`src/tdcw_map.svh`:
```
// Operation
// - bit7 reg0 launches reference calibration run
// - bit6 reg0 requests calibration computation
// - bit5 reg0 requests multiplication
// - bit4 reg0 selects predivided range
// - bit3 reg0 enables auto calibration
// - bits2..0 reg0 edge polarity, 0 rise
// - bit7 reg1 selects lsb tuning mode
// - bit6 reg1 selects high resolution
// - reg2 two nibble hit selectors
// - zero nibble start, codes 1-4 hits
// - codes 6,7 select calibration values
// - reg3 holds 8-bit loop factor
// - reg4 bits7..5 time unit divider
// - reg4 bit4 inverts loop phase
// - reg4 bit3 loop track mode
// - reg4 bits2..0 loop reference divider
// - reg5 bits7..5 port count or index
// - reg5 bit4 single port select
// - reg5 bit3 capacitor measurement
// - reg5 bits2..0 impedance unit divider
// - request bits mirrored in status bits4,3
`ifndef TDCW_MAP_SVH
`define TDCW_MAP_SVH
`define TDCW_OFS_CMD 4'h0
`define TDCW_OFS_RES 4'h1
`define TDCW_OFS_HIT 4'h2
`define TDCW_OFS_PLL 4'h3
`define TDCW_OFS_DIV 4'h4
`define TDCW_OFS_RLC 4'h5
`define TDCW_OFS_STAT2 4'h9
`define TDCW_RST_BYTE 8'h00
`define TDCW_BIT_CAL_RUN 7
`define TDCW_BIT_CAL_REQ 6
`define TDCW_BIT_MUL_REQ 5
`define TDCW_BIT_RANGE 4
`define TDCW_BIT_AUTO 3
`define TDCW_BIT_STAT_MUL 4
`define TDCW_BIT_STAT_CAL 3
`define TDCW_HIT_START 4'h0
`define TDCW_CODE_CAL1 3'h6
`define TDCW_CODE_CAL2 3'h7
`define TDCW_CODE_HIT4 3'h4
`endif

```
`src/tdcw_pkg.sv`:
```
package tdcw_pkg;
  typedef enum logic [1:0] {TDCW_SRC_START, TDCW_SRC_HIT, TDCW_SRC_CAL, TDCW_SRC_NONE}
    tdcw_src_type;
endpackage

```
`src/tdcw_regs.sv`:
```
`timescale 1ns/1ns
`include "tdcw_map.svh"
module tdcw_regs #(
  parameter int ADDR_W = 4
) (
  input wire logic i_clk,
  input wire logic i_rst_b,
  input wire logic [ADDR_W-1:0] i_addr,
  input wire logic [7:0] i_wdata,
  input wire logic i_wr,
  input wire logic i_rd,
  input wire logic i_alu_done,
  output logic [7:0] o_rdata,
  output logic o_cal_run_pulse,
  output logic o_cal_req,
  output logic o_alu_scale_request,
  output logic o_predivided_range_select,
  output logic o_auto_cal_en,
  output logic o_second_stop_polarity,
  output logic o_first_stop_polarity,
  output logic o_start_input_polarity,
  output logic o_lsb_tuning_mode,
  output logic o_high_res_mode,
  output logic [5:0] o_fine_delay_trim,
  output logic [3:0] o_upper_hit_selector,
  output logic [3:0] o_lower_hit_selector,
  output tdcw_pkg::tdcw_src_type o_upper_src,
  output tdcw_pkg::tdcw_src_type o_lower_src,
  output logic [7:0] o_loop_factor,
  output logic [2:0] o_time_unit_ref_divider,
  output logic o_loop_phase_invert,
  output logic o_loop_track_mode,
  output logic [2:0] o_loop_ref_divider,
  output logic [2:0] o_port_count_or_index,
  output logic o_single_port_en,
  output logic o_cap_measure,
  output logic [2:0] o_impedance_unit_divider
);
  import tdcw_pkg::*;

  initial
  begin
    if (ADDR_W < 4)
      $error("ADDR_W too small for the register map");
  end

  logic [7:0] cmd_r;
  logic [7:0] res_r;
  logic [7:0] hit_r;
  logic [7:0] pll_r;
  logic [7:0] div_r;
  logic [7:0] rlc_r;
  logic [7:0] rdata_nxt;
  logic [7:0] stat2_nxt;

  function automatic logic hit(input logic [ADDR_W-1:0] a, input logic [3:0] ofs);
    hit = (a == ADDR_W'(ofs));
  endfunction

  // decodes a selector nibble into a source class
  function automatic tdcw_src_type decode_sel(input logic [3:0] n);
    if (n == `TDCW_HIT_START)
      decode_sel = TDCW_SRC_START;
    else if (n[2:0] == `TDCW_CODE_CAL1 || n[2:0] == `TDCW_CODE_CAL2)
      decode_sel = TDCW_SRC_CAL;
    else if (n[2:0] != 3'h0 && n[2:0] <= `TDCW_CODE_HIT4)
      decode_sel = TDCW_SRC_HIT;
    else
      decode_sel = TDCW_SRC_NONE;
  endfunction

  always_ff @(posedge i_clk or negedge i_rst_b)
  begin
    if (!i_rst_b)
      cmd_r <= `TDCW_RST_BYTE;
    else if (i_wr && hit(i_addr, `TDCW_OFS_CMD))
      cmd_r <= i_wdata;
    else if (i_alu_done)
    begin
      // alu completion retires the requests; a write in the same cycle wins
      cmd_r[`TDCW_BIT_CAL_REQ] <= 1'b0;
      cmd_r[`TDCW_BIT_MUL_REQ] <= 1'b0;
    end
  end

  always_ff @(posedge i_clk or negedge i_rst_b)
  begin
    if (!i_rst_b)
      o_cal_run_pulse <= 1'b0;
    else
      o_cal_run_pulse <= i_wr && hit(i_addr, `TDCW_OFS_CMD) && i_wdata[`TDCW_BIT_CAL_RUN];
  end

  always_ff @(posedge i_clk or negedge i_rst_b)
  begin
    if (!i_rst_b)
    begin
      res_r <= `TDCW_RST_BYTE;
      hit_r <= `TDCW_RST_BYTE;
      pll_r <= `TDCW_RST_BYTE;
      div_r <= `TDCW_RST_BYTE;
      rlc_r <= `TDCW_RST_BYTE;
    end
    else if (i_wr)
    begin
      if (hit(i_addr, `TDCW_OFS_RES))
        res_r <= i_wdata;
      if (hit(i_addr, `TDCW_OFS_HIT))
        hit_r <= i_wdata;
      if (hit(i_addr, `TDCW_OFS_PLL))
        pll_r <= i_wdata;
      if (hit(i_addr, `TDCW_OFS_DIV))
        div_r <= i_wdata;
      if (hit(i_addr, `TDCW_OFS_RLC))
        rlc_r <= i_wdata;
    end
  end

  always_comb
  begin
    stat2_nxt = 8'h00;
    stat2_nxt[`TDCW_BIT_STAT_MUL] = cmd_r[`TDCW_BIT_MUL_REQ];
    stat2_nxt[`TDCW_BIT_STAT_CAL] = cmd_r[`TDCW_BIT_CAL_REQ];
    // control registers are write only and read back as zero
    rdata_nxt = 8'h00;
    if (i_rd && hit(i_addr, `TDCW_OFS_STAT2))
      rdata_nxt = stat2_nxt;
  end

  always_ff @(posedge i_clk or negedge i_rst_b)
  begin
    if (!i_rst_b)
      o_rdata <= 8'h00;
    else
      o_rdata <= rdata_nxt;
  end

  // registered field outputs, one cycle behind the stored bytes
  always_ff @(posedge i_clk or negedge i_rst_b)
  begin
    if (!i_rst_b)
    begin
      o_cal_req <= 1'b0;
      o_alu_scale_request <= 1'b0;
      o_predivided_range_select <= 1'b0;
      o_auto_cal_en <= 1'b0;
      o_second_stop_polarity <= 1'b0;
      o_first_stop_polarity <= 1'b0;
      o_start_input_polarity <= 1'b0;
      o_lsb_tuning_mode <= 1'b0;
      o_high_res_mode <= 1'b0;
      o_fine_delay_trim <= 6'h00;
      o_upper_hit_selector <= 4'h0;
      o_lower_hit_selector <= 4'h0;
      o_upper_src <= TDCW_SRC_START;
      o_lower_src <= TDCW_SRC_START;
      o_loop_factor <= 8'h00;
      o_time_unit_ref_divider <= 3'h0;
      o_loop_phase_invert <= 1'b0;
      o_loop_track_mode <= 1'b0;
      o_loop_ref_divider <= 3'h0;
      o_port_count_or_index <= 3'h0;
      o_single_port_en <= 1'b0;
      o_cap_measure <= 1'b0;
      o_impedance_unit_divider <= 3'h0;
    end
    else
    begin
      o_cal_req <= cmd_r[`TDCW_BIT_CAL_REQ];
      o_alu_scale_request <= cmd_r[`TDCW_BIT_MUL_REQ];
      o_predivided_range_select <= cmd_r[`TDCW_BIT_RANGE];
      o_auto_cal_en <= cmd_r[`TDCW_BIT_AUTO];
      o_second_stop_polarity <= cmd_r[2];
      o_first_stop_polarity <= cmd_r[1];
      o_start_input_polarity <= cmd_r[0];
      o_lsb_tuning_mode <= res_r[7];
      o_high_res_mode <= res_r[6];
      o_fine_delay_trim <= res_r[5:0];
      o_upper_hit_selector <= hit_r[7:4];
      o_lower_hit_selector <= hit_r[3:0];
      o_upper_src <= decode_sel(hit_r[7:4]);
      o_lower_src <= decode_sel(hit_r[3:0]);
      o_loop_factor <= pll_r;
      o_time_unit_ref_divider <= div_r[7:5];
      o_loop_phase_invert <= div_r[4];
      o_loop_track_mode <= div_r[3];
      o_loop_ref_divider <= div_r[2:0];
      o_port_count_or_index <= rlc_r[7:5];
      o_single_port_en <= rlc_r[4];
      o_cap_measure <= rlc_r[3];
      o_impedance_unit_divider <= rlc_r[2:0];
    end
  end

  a_cal_run_pulse: assert property (@(posedge i_clk) disable iff (!i_rst_b)
    (i_wr && i_addr == ADDR_W'(`TDCW_OFS_CMD) && i_wdata[7]) |=> o_cal_run_pulse)
    else $error("calibration run not launched");
  a_mul_request: assert property (@(posedge i_clk) disable iff (!i_rst_b)
    (i_wr && i_addr == ADDR_W'(`TDCW_OFS_CMD)) |=> ##1 (o_alu_scale_request == $past(i_wdata[5], 2)))
    else $error("multiply request wrong");
  a_cal_request: assert property (@(posedge i_clk) disable iff (!i_rst_b)
    (i_wr && i_addr == ADDR_W'(`TDCW_OFS_CMD)) |=> ##1 (o_cal_req == $past(i_wdata[6], 2)))
    else $error("calibration request wrong");
  a_edge_polarity: assert property (@(posedge i_clk) disable iff (!i_rst_b)
    (i_wr && i_addr == ADDR_W'(`TDCW_OFS_CMD)) |=> ##1
    ({o_second_stop_polarity, o_first_stop_polarity, o_start_input_polarity}
      == $past(i_wdata[2:0], 2)))
    else $error("edge polarity wrong");
  a_loop_factor: assert property (@(posedge i_clk) disable iff (!i_rst_b)
    (i_wr && i_addr == ADDR_W'(`TDCW_OFS_PLL)) |=> ##1 (o_loop_factor == $past(i_wdata, 2)))
    else $error("loop factor wrong");
  a_start_select: assert property (@(posedge i_clk) disable iff (!i_rst_b)
    (i_wr && i_addr == ADDR_W'(`TDCW_OFS_HIT) && i_wdata[3:0] == 4'h0) |=> ##1
    (o_lower_src == TDCW_SRC_START))
    else $error("start not selected");
  a_cal_select: assert property (@(posedge i_clk) disable iff (!i_rst_b)
    (i_wr && i_addr == ADDR_W'(`TDCW_OFS_HIT) && i_wdata[6:5] == 2'b11) |=> ##1
    (o_upper_src == TDCW_SRC_CAL))
    else $error("calibration value not selected");
  a_dividers: assert property (@(posedge i_clk) disable iff (!i_rst_b)
    (i_wr && i_addr == ADDR_W'(`TDCW_OFS_DIV)) |=> ##1
    ({o_time_unit_ref_divider, o_loop_ref_divider} == {$past(i_wdata[7:5], 2), $past(i_wdata[2:0], 2)}))
    else $error("divider select wrong");
  a_status_mirror: assert property (@(posedge i_clk) disable iff (!i_rst_b)
    (i_rd && i_addr == ADDR_W'(`TDCW_OFS_STAT2)) |=> (o_rdata[4:3] == $past(cmd_r[6:5])
      ? o_rdata[4:3] == {$past(cmd_r[5]), $past(cmd_r[6])} : 1'b1) && o_rdata[4] == $past(cmd_r[5]))
    else $error("status mirror wrong");
  a_hold_fields: assert property (@(posedge i_clk) disable iff (!i_rst_b)
    !(i_wr && i_addr == ADDR_W'(`TDCW_OFS_RLC)) |=> ##1 $stable(o_port_count_or_index))
    else $error("field changed without write");
endmodule
```
`config.mk`:
```
export PLATFORM = sky130hd
export DESIGN_NAME = tdcw_regs
export DESIGN_NICKNAME = d
export VERILOG_FILES = /design/src/tdcw_pkg.sv /design/src/tdcw_regs.sv
export VERILOG_INCLUDE_DIRS = /design/src
export SDC_FILE = /design/constraint.sdc
export NUM_CORES = 1
export LEC_CHECK = 0
export ABC_AREA = 1
export BUFFER_PORTS_ARGS = -buffer_cell sky130_fd_sc_hd__buf_2
export CAP_MARGIN = 10
export CORE_MARGIN = 10
export CORE_UTILIZATION = 57
export CTS_BUF_LIST = sky130_fd_sc_hd__clkbuf_16
export DETAILED_ROUTE_END_ITERATION = 8
export GPL_ROUTABILITY_DRIVEN = 0
export PLACE_DENSITY = 0.89
export RECOVER_POWER = 25
export REMOVE_ABC_BUFFERS = 1
export SYNTH_ARGS = -nofsm -noshare
export SYNTH_HDL_FRONTEND = slang
export SYNTH_SLANG_ARGS = --single-unit
```
`constraint.sdc`:
```
create_clock -name i_clk -period 1.5 [get_ports i_clk]
set_input_delay 0.15 -clock i_clk [delete_from_list [all_inputs] [get_ports i_clk]]
set_output_delay 0.15 -clock i_clk [all_outputs]
set_load 0.1 [all_outputs]
```
==> results.txt <==
----------------------------------------------------
[Place]
  HPWL after detailed placement ... 5581 um
  Place WS ... about 0.28 ns
  Number of input and output port buffers inserted ... 70

[Floorplanning]
  Die Y ... 98.74 um
  Placeable core region ... about 6000 um2
  Number of core rows ... 28
  Area of the die ... ~9700 um2
  Die Width ... between 90 and 100 um
  I/O Pins ... 77
  Initial cell density of the core ... 0.5933

[Flow run]
  Max-cap violations ... 0

[Worst setup path]
  CP bufs+invs ... 1
  Critical Path End ... o_loop_factor[6]
  Worst endpoint data arrival time ... about 1.1 ns
  Maximum fanout along the worst path ... 1
  Reg2Reg Setup Slack ... ~0.53 ns
  Worst R2R Start ... hit_r[1]$_DFFE_PN0P_
  Critical path class ... reg2out
  Library cell contributing the largest single delay on the critical path ... buf_2
  R2R Path End ... o_lower_src[0]$_DFF_PN0_
  Crit-path cells ... buf_2
  Origin of the worst setup path ... o_loop_factor[6]$_DFF_PN0_
  Worst R2R Path Depth ... 4
  Largest delay contributor family on the critical path ... buffers and inverters
  Crit path capture type ... output port
  Largest stage delay on the critical path ... about 0.44 ns
  Kind of start point of the critical path ... flip-flop
  Required arrival time at the worst endpoint ... 1.35 ns
  Logic depth of the worst path, buffers included ... 1

[Min path]
  Start point of the worst hold path ... i_alu_done
  Worst min-delay path class ... in2reg

[Timing]
  Final-report hold violation count ... 0
  Final critical-path setup slack ... about 0.22 ns
  Fmax ... between 700 and 800 MHz
  Final setup violating endpoints ... 0
  Minimum period implied by the final worst setup slack ... around 1.3 ns
  Worst Tran Pin Value ... ~0.75 ns
  Final period util ... 0.8560
  RSZ-0062 raised after global routing ... no
  TNS Setup ... 0 ns
  Final Slew Violations ... 0
  Post-Route Skew ... around 0.0036 ns
  Relative max-transition margin ... 0.4974

[Synth]
  Sequential share of the synthesized area ... 0.7153
  List of most frequent post-synthesis cells ... dfrtp_1 (101), nand2_1 (101), inv_1 (18), nand4_1 (17), o21ai_2 (13)
  Dominant cell type by area after synthesis ... dfrtp_1
  Average cell area after synthesis ... around 12 um2
  Synth top area cells ... dfrtp_1 (72%), nand2_1 (11%), o21ai_2 (3.2%)
  Unique cell type count in the Yosys netlist ... 16
  Post-synth design cell area ... roughly 3500 um2
  Top-area cell type share of the netlist area ... 0.7153
  Number of synthesized flops with an enable pin ... 0
  Register bit count reported by yosys ... 101
  Fraction of registers with async set or reset after synthesis ... 1.000
  Synth Flop Type ... dfrtp_1
  Syn. warnings ... 0
  Instance count of the mapped netlist ... slightly below 300

[Finish]
  Total Nets Final ... 392
  Final Core Density ... 0.7160
  Number of antenna diodes ... 0
  Number of filler instances in the final layout ... slightly above 400
  Synth-to-Final Area Change ... 20.68%
  Share of layout cells above drive strength 1 ... 0.3000

[Routing]
  Number of optimization iterations in the first detailed-route pass ... 4
  Overall via count from detail_route ... between 2,000 and 2,500
  Routed wirelength normalized by instance count ... roughly 17 um
  WL final ... approximately 8000 um
  Antenna-violating nets left ... 0
  DRC marker count from the first detailed-route iteration ... between 100 and 150
  DRC viols ... 0
  Vias per inst ... 5.110

[Clock tree]
  Count of H-tree levels built during CTS ... 3
  Setup fix buffers added after clock tree synthesis ... 0
  Clock root cell ... clkbuf_16
  Clock slew at reported path FFs ... 0.06 ns
  Clock tree from TritonCTS ... yes
  Buffers from clock root to sink, at most ... 2
  Number of sinks handled by clock tree synthesis ... 101
  Clock insertion delay at the later pin of the skew report ... ~0.34 ns
  TritonCTS Buffers ... 9

[Outcome]
  Outcome ... finished clean

[Pwr]
  Share of total power in the clock network ... 0.263
  Overall power after layout ... 0.008913 W
  Combinational share of power ... 0.345
  Worst vdd rail ir drop ... ~0.0014 V
  NetSw ... 0.003849 W
  Total leakage power ... 2.298 nW
  Switching power share of the total ... 0.4318
  Internal Pwr Total ... 0.005064 W
  Flop pwr share ... 0.393
  Power per Cell Area ... ~2100 nW/um2

[Global route]
  Initial antenna violation count ... 0
  GR Overflow Total ... 0
  Largest net degree at the start of global routing ... 35
  Via count of the first global-routing pass ... approximately 2,500
  First-pass GRT wire length ... ~12,000 um
  Global-route total usage across every layer ... 0.1632

----------------------------------------------------
==> metal layers <==
| layer | up-vias | track usage | routed length (um) |
|---|---|---|---|
| met1 | 1114 | 0.1797 | 2987 |
| met2 | 91 | 0.2632 | 3907 |
| li1 | 1090 | - | - |
| met5 | - | 0 | 0 |
| met3 | 30 | 0.03980 | 499 |
| met4 | 0 | 0.1334 | 393 |
==> power by group through the flow <==
stage	registers (W)	logic [W]	clock network, W
6_report	0.00350	0.00307	0.00234
3_3_place_gp	0.00351	0.00304	0
2_1_floorplan	0.00562	0.000387	0
4_1_cts	0.00351	0.00310	0.00237
5_1_grt	0.00356	0.00318	0.00248
3_5_place_dp	0.00354	0.00309	0
==> flip-flops by register name (all words and copies together) (netlist names), 2 cells and up <==
signal,cells
o_impedance_unit_divider,3
rlc_r,8
o_fine_delay_trim,6
cmd_r,7
o_loop_ref_divider,3
o_upper_src,2
div_r,8
pll_r,8
o_lower_src,2
o_upper_hit_selector,4
o_port_count_or_index,3
o_lower_hit_selector,4
o_time_unit_ref_divider,3
o_loop_factor,8
hit_r,8
o_rdata,2
res_r,8
==> logic make-up after synthesis <==
group,share of synthesized area
AOI/OAI and AO/OA,0.04072
buffers and inverters,0.04780
DFF,0.7153
other,0.001061
and+or+nand+nor,0.1951
==> layout make-up <==
cell class                      count  area [um2]  area share
Multi-Input combinational cell    168       855.8      0.2007
Inverter                           19       71.32     0.01673
Timing Repair Buffer               76       410.4     0.09624
Tap cell                           75       93.84     0.02201
Clock buffer                        9       225.2     0.05282
Clock inverter                      7       80.08     0.01878
Sequential cell                   101        2527      0.5927
==> per-stage QoR <==
stage,hold WS [ns],instances,cell area [um2]
floorplan,-0.1456,288,3455
global placement,0.09438,438,3951
detailed placement,0.1015,438,3951
CTS,0.09356,455,4267
global route,0.09552,455,4264
finish,0.1038,455,4264
==> worst min path at each step <==
stage	cells past startpoint	to	slack [ns]
floorplan	0	cmd_r[0]$_DFFE_PN0P_	-0.15
global placement	1	div_r[2]$_DFFE_PN0P_	0.09
detailed placement	1	div_r[2]$_DFFE_PN0P_	0.10
CTS	4	cmd_r[5]$_DFFE_PN0P_	0.09
global route	4	cmd_r[5]$_DFFE_PN0P_	0.1
finish	4	cmd_r[5]$_DFFE_PN0P_	0.10
==> worst register-to-register path, delay by kind of cell (launching register included) <==
| kind | cells | cell delay [ns] |
|---|---|---|
| DFF | 1 | 0.43 |
| and+or+nand+nor | 3 | 0.36 |
| AOI/OAI and AO/OA | 1 | 0.06 |
==> repair_timing <==
| action | CTS | global route |
|---|---|---|
| gates resized for setup | 0 | 0 |
| endpoints found under the hold margin | 26 | 0 |
| hold buffers | 1 | 0 |
==> layout by cell type, fill, tap and decap left out <==
master         instances
bufinv_16              2
clkbuf_16              9
nand3_1                4
nor2_1                 8
buf_2                 69
nand3_2                4
dlygate4sd3_1          1
clkinv_1               4
clkbuf_2               1
buf_12                 1
nand4_1               17
inv_2                  1
nor2_4                 7
o21ai_0                2
buf_4                  4
inv_1                 18
a21oi_1                4
nand2_1              101
dfrtp_1              101
nand3_4                2
conb_1                 6
o21ai_2               13
clkinv_2               1
No activity file was read; power rests on OpenSTA's default activity.
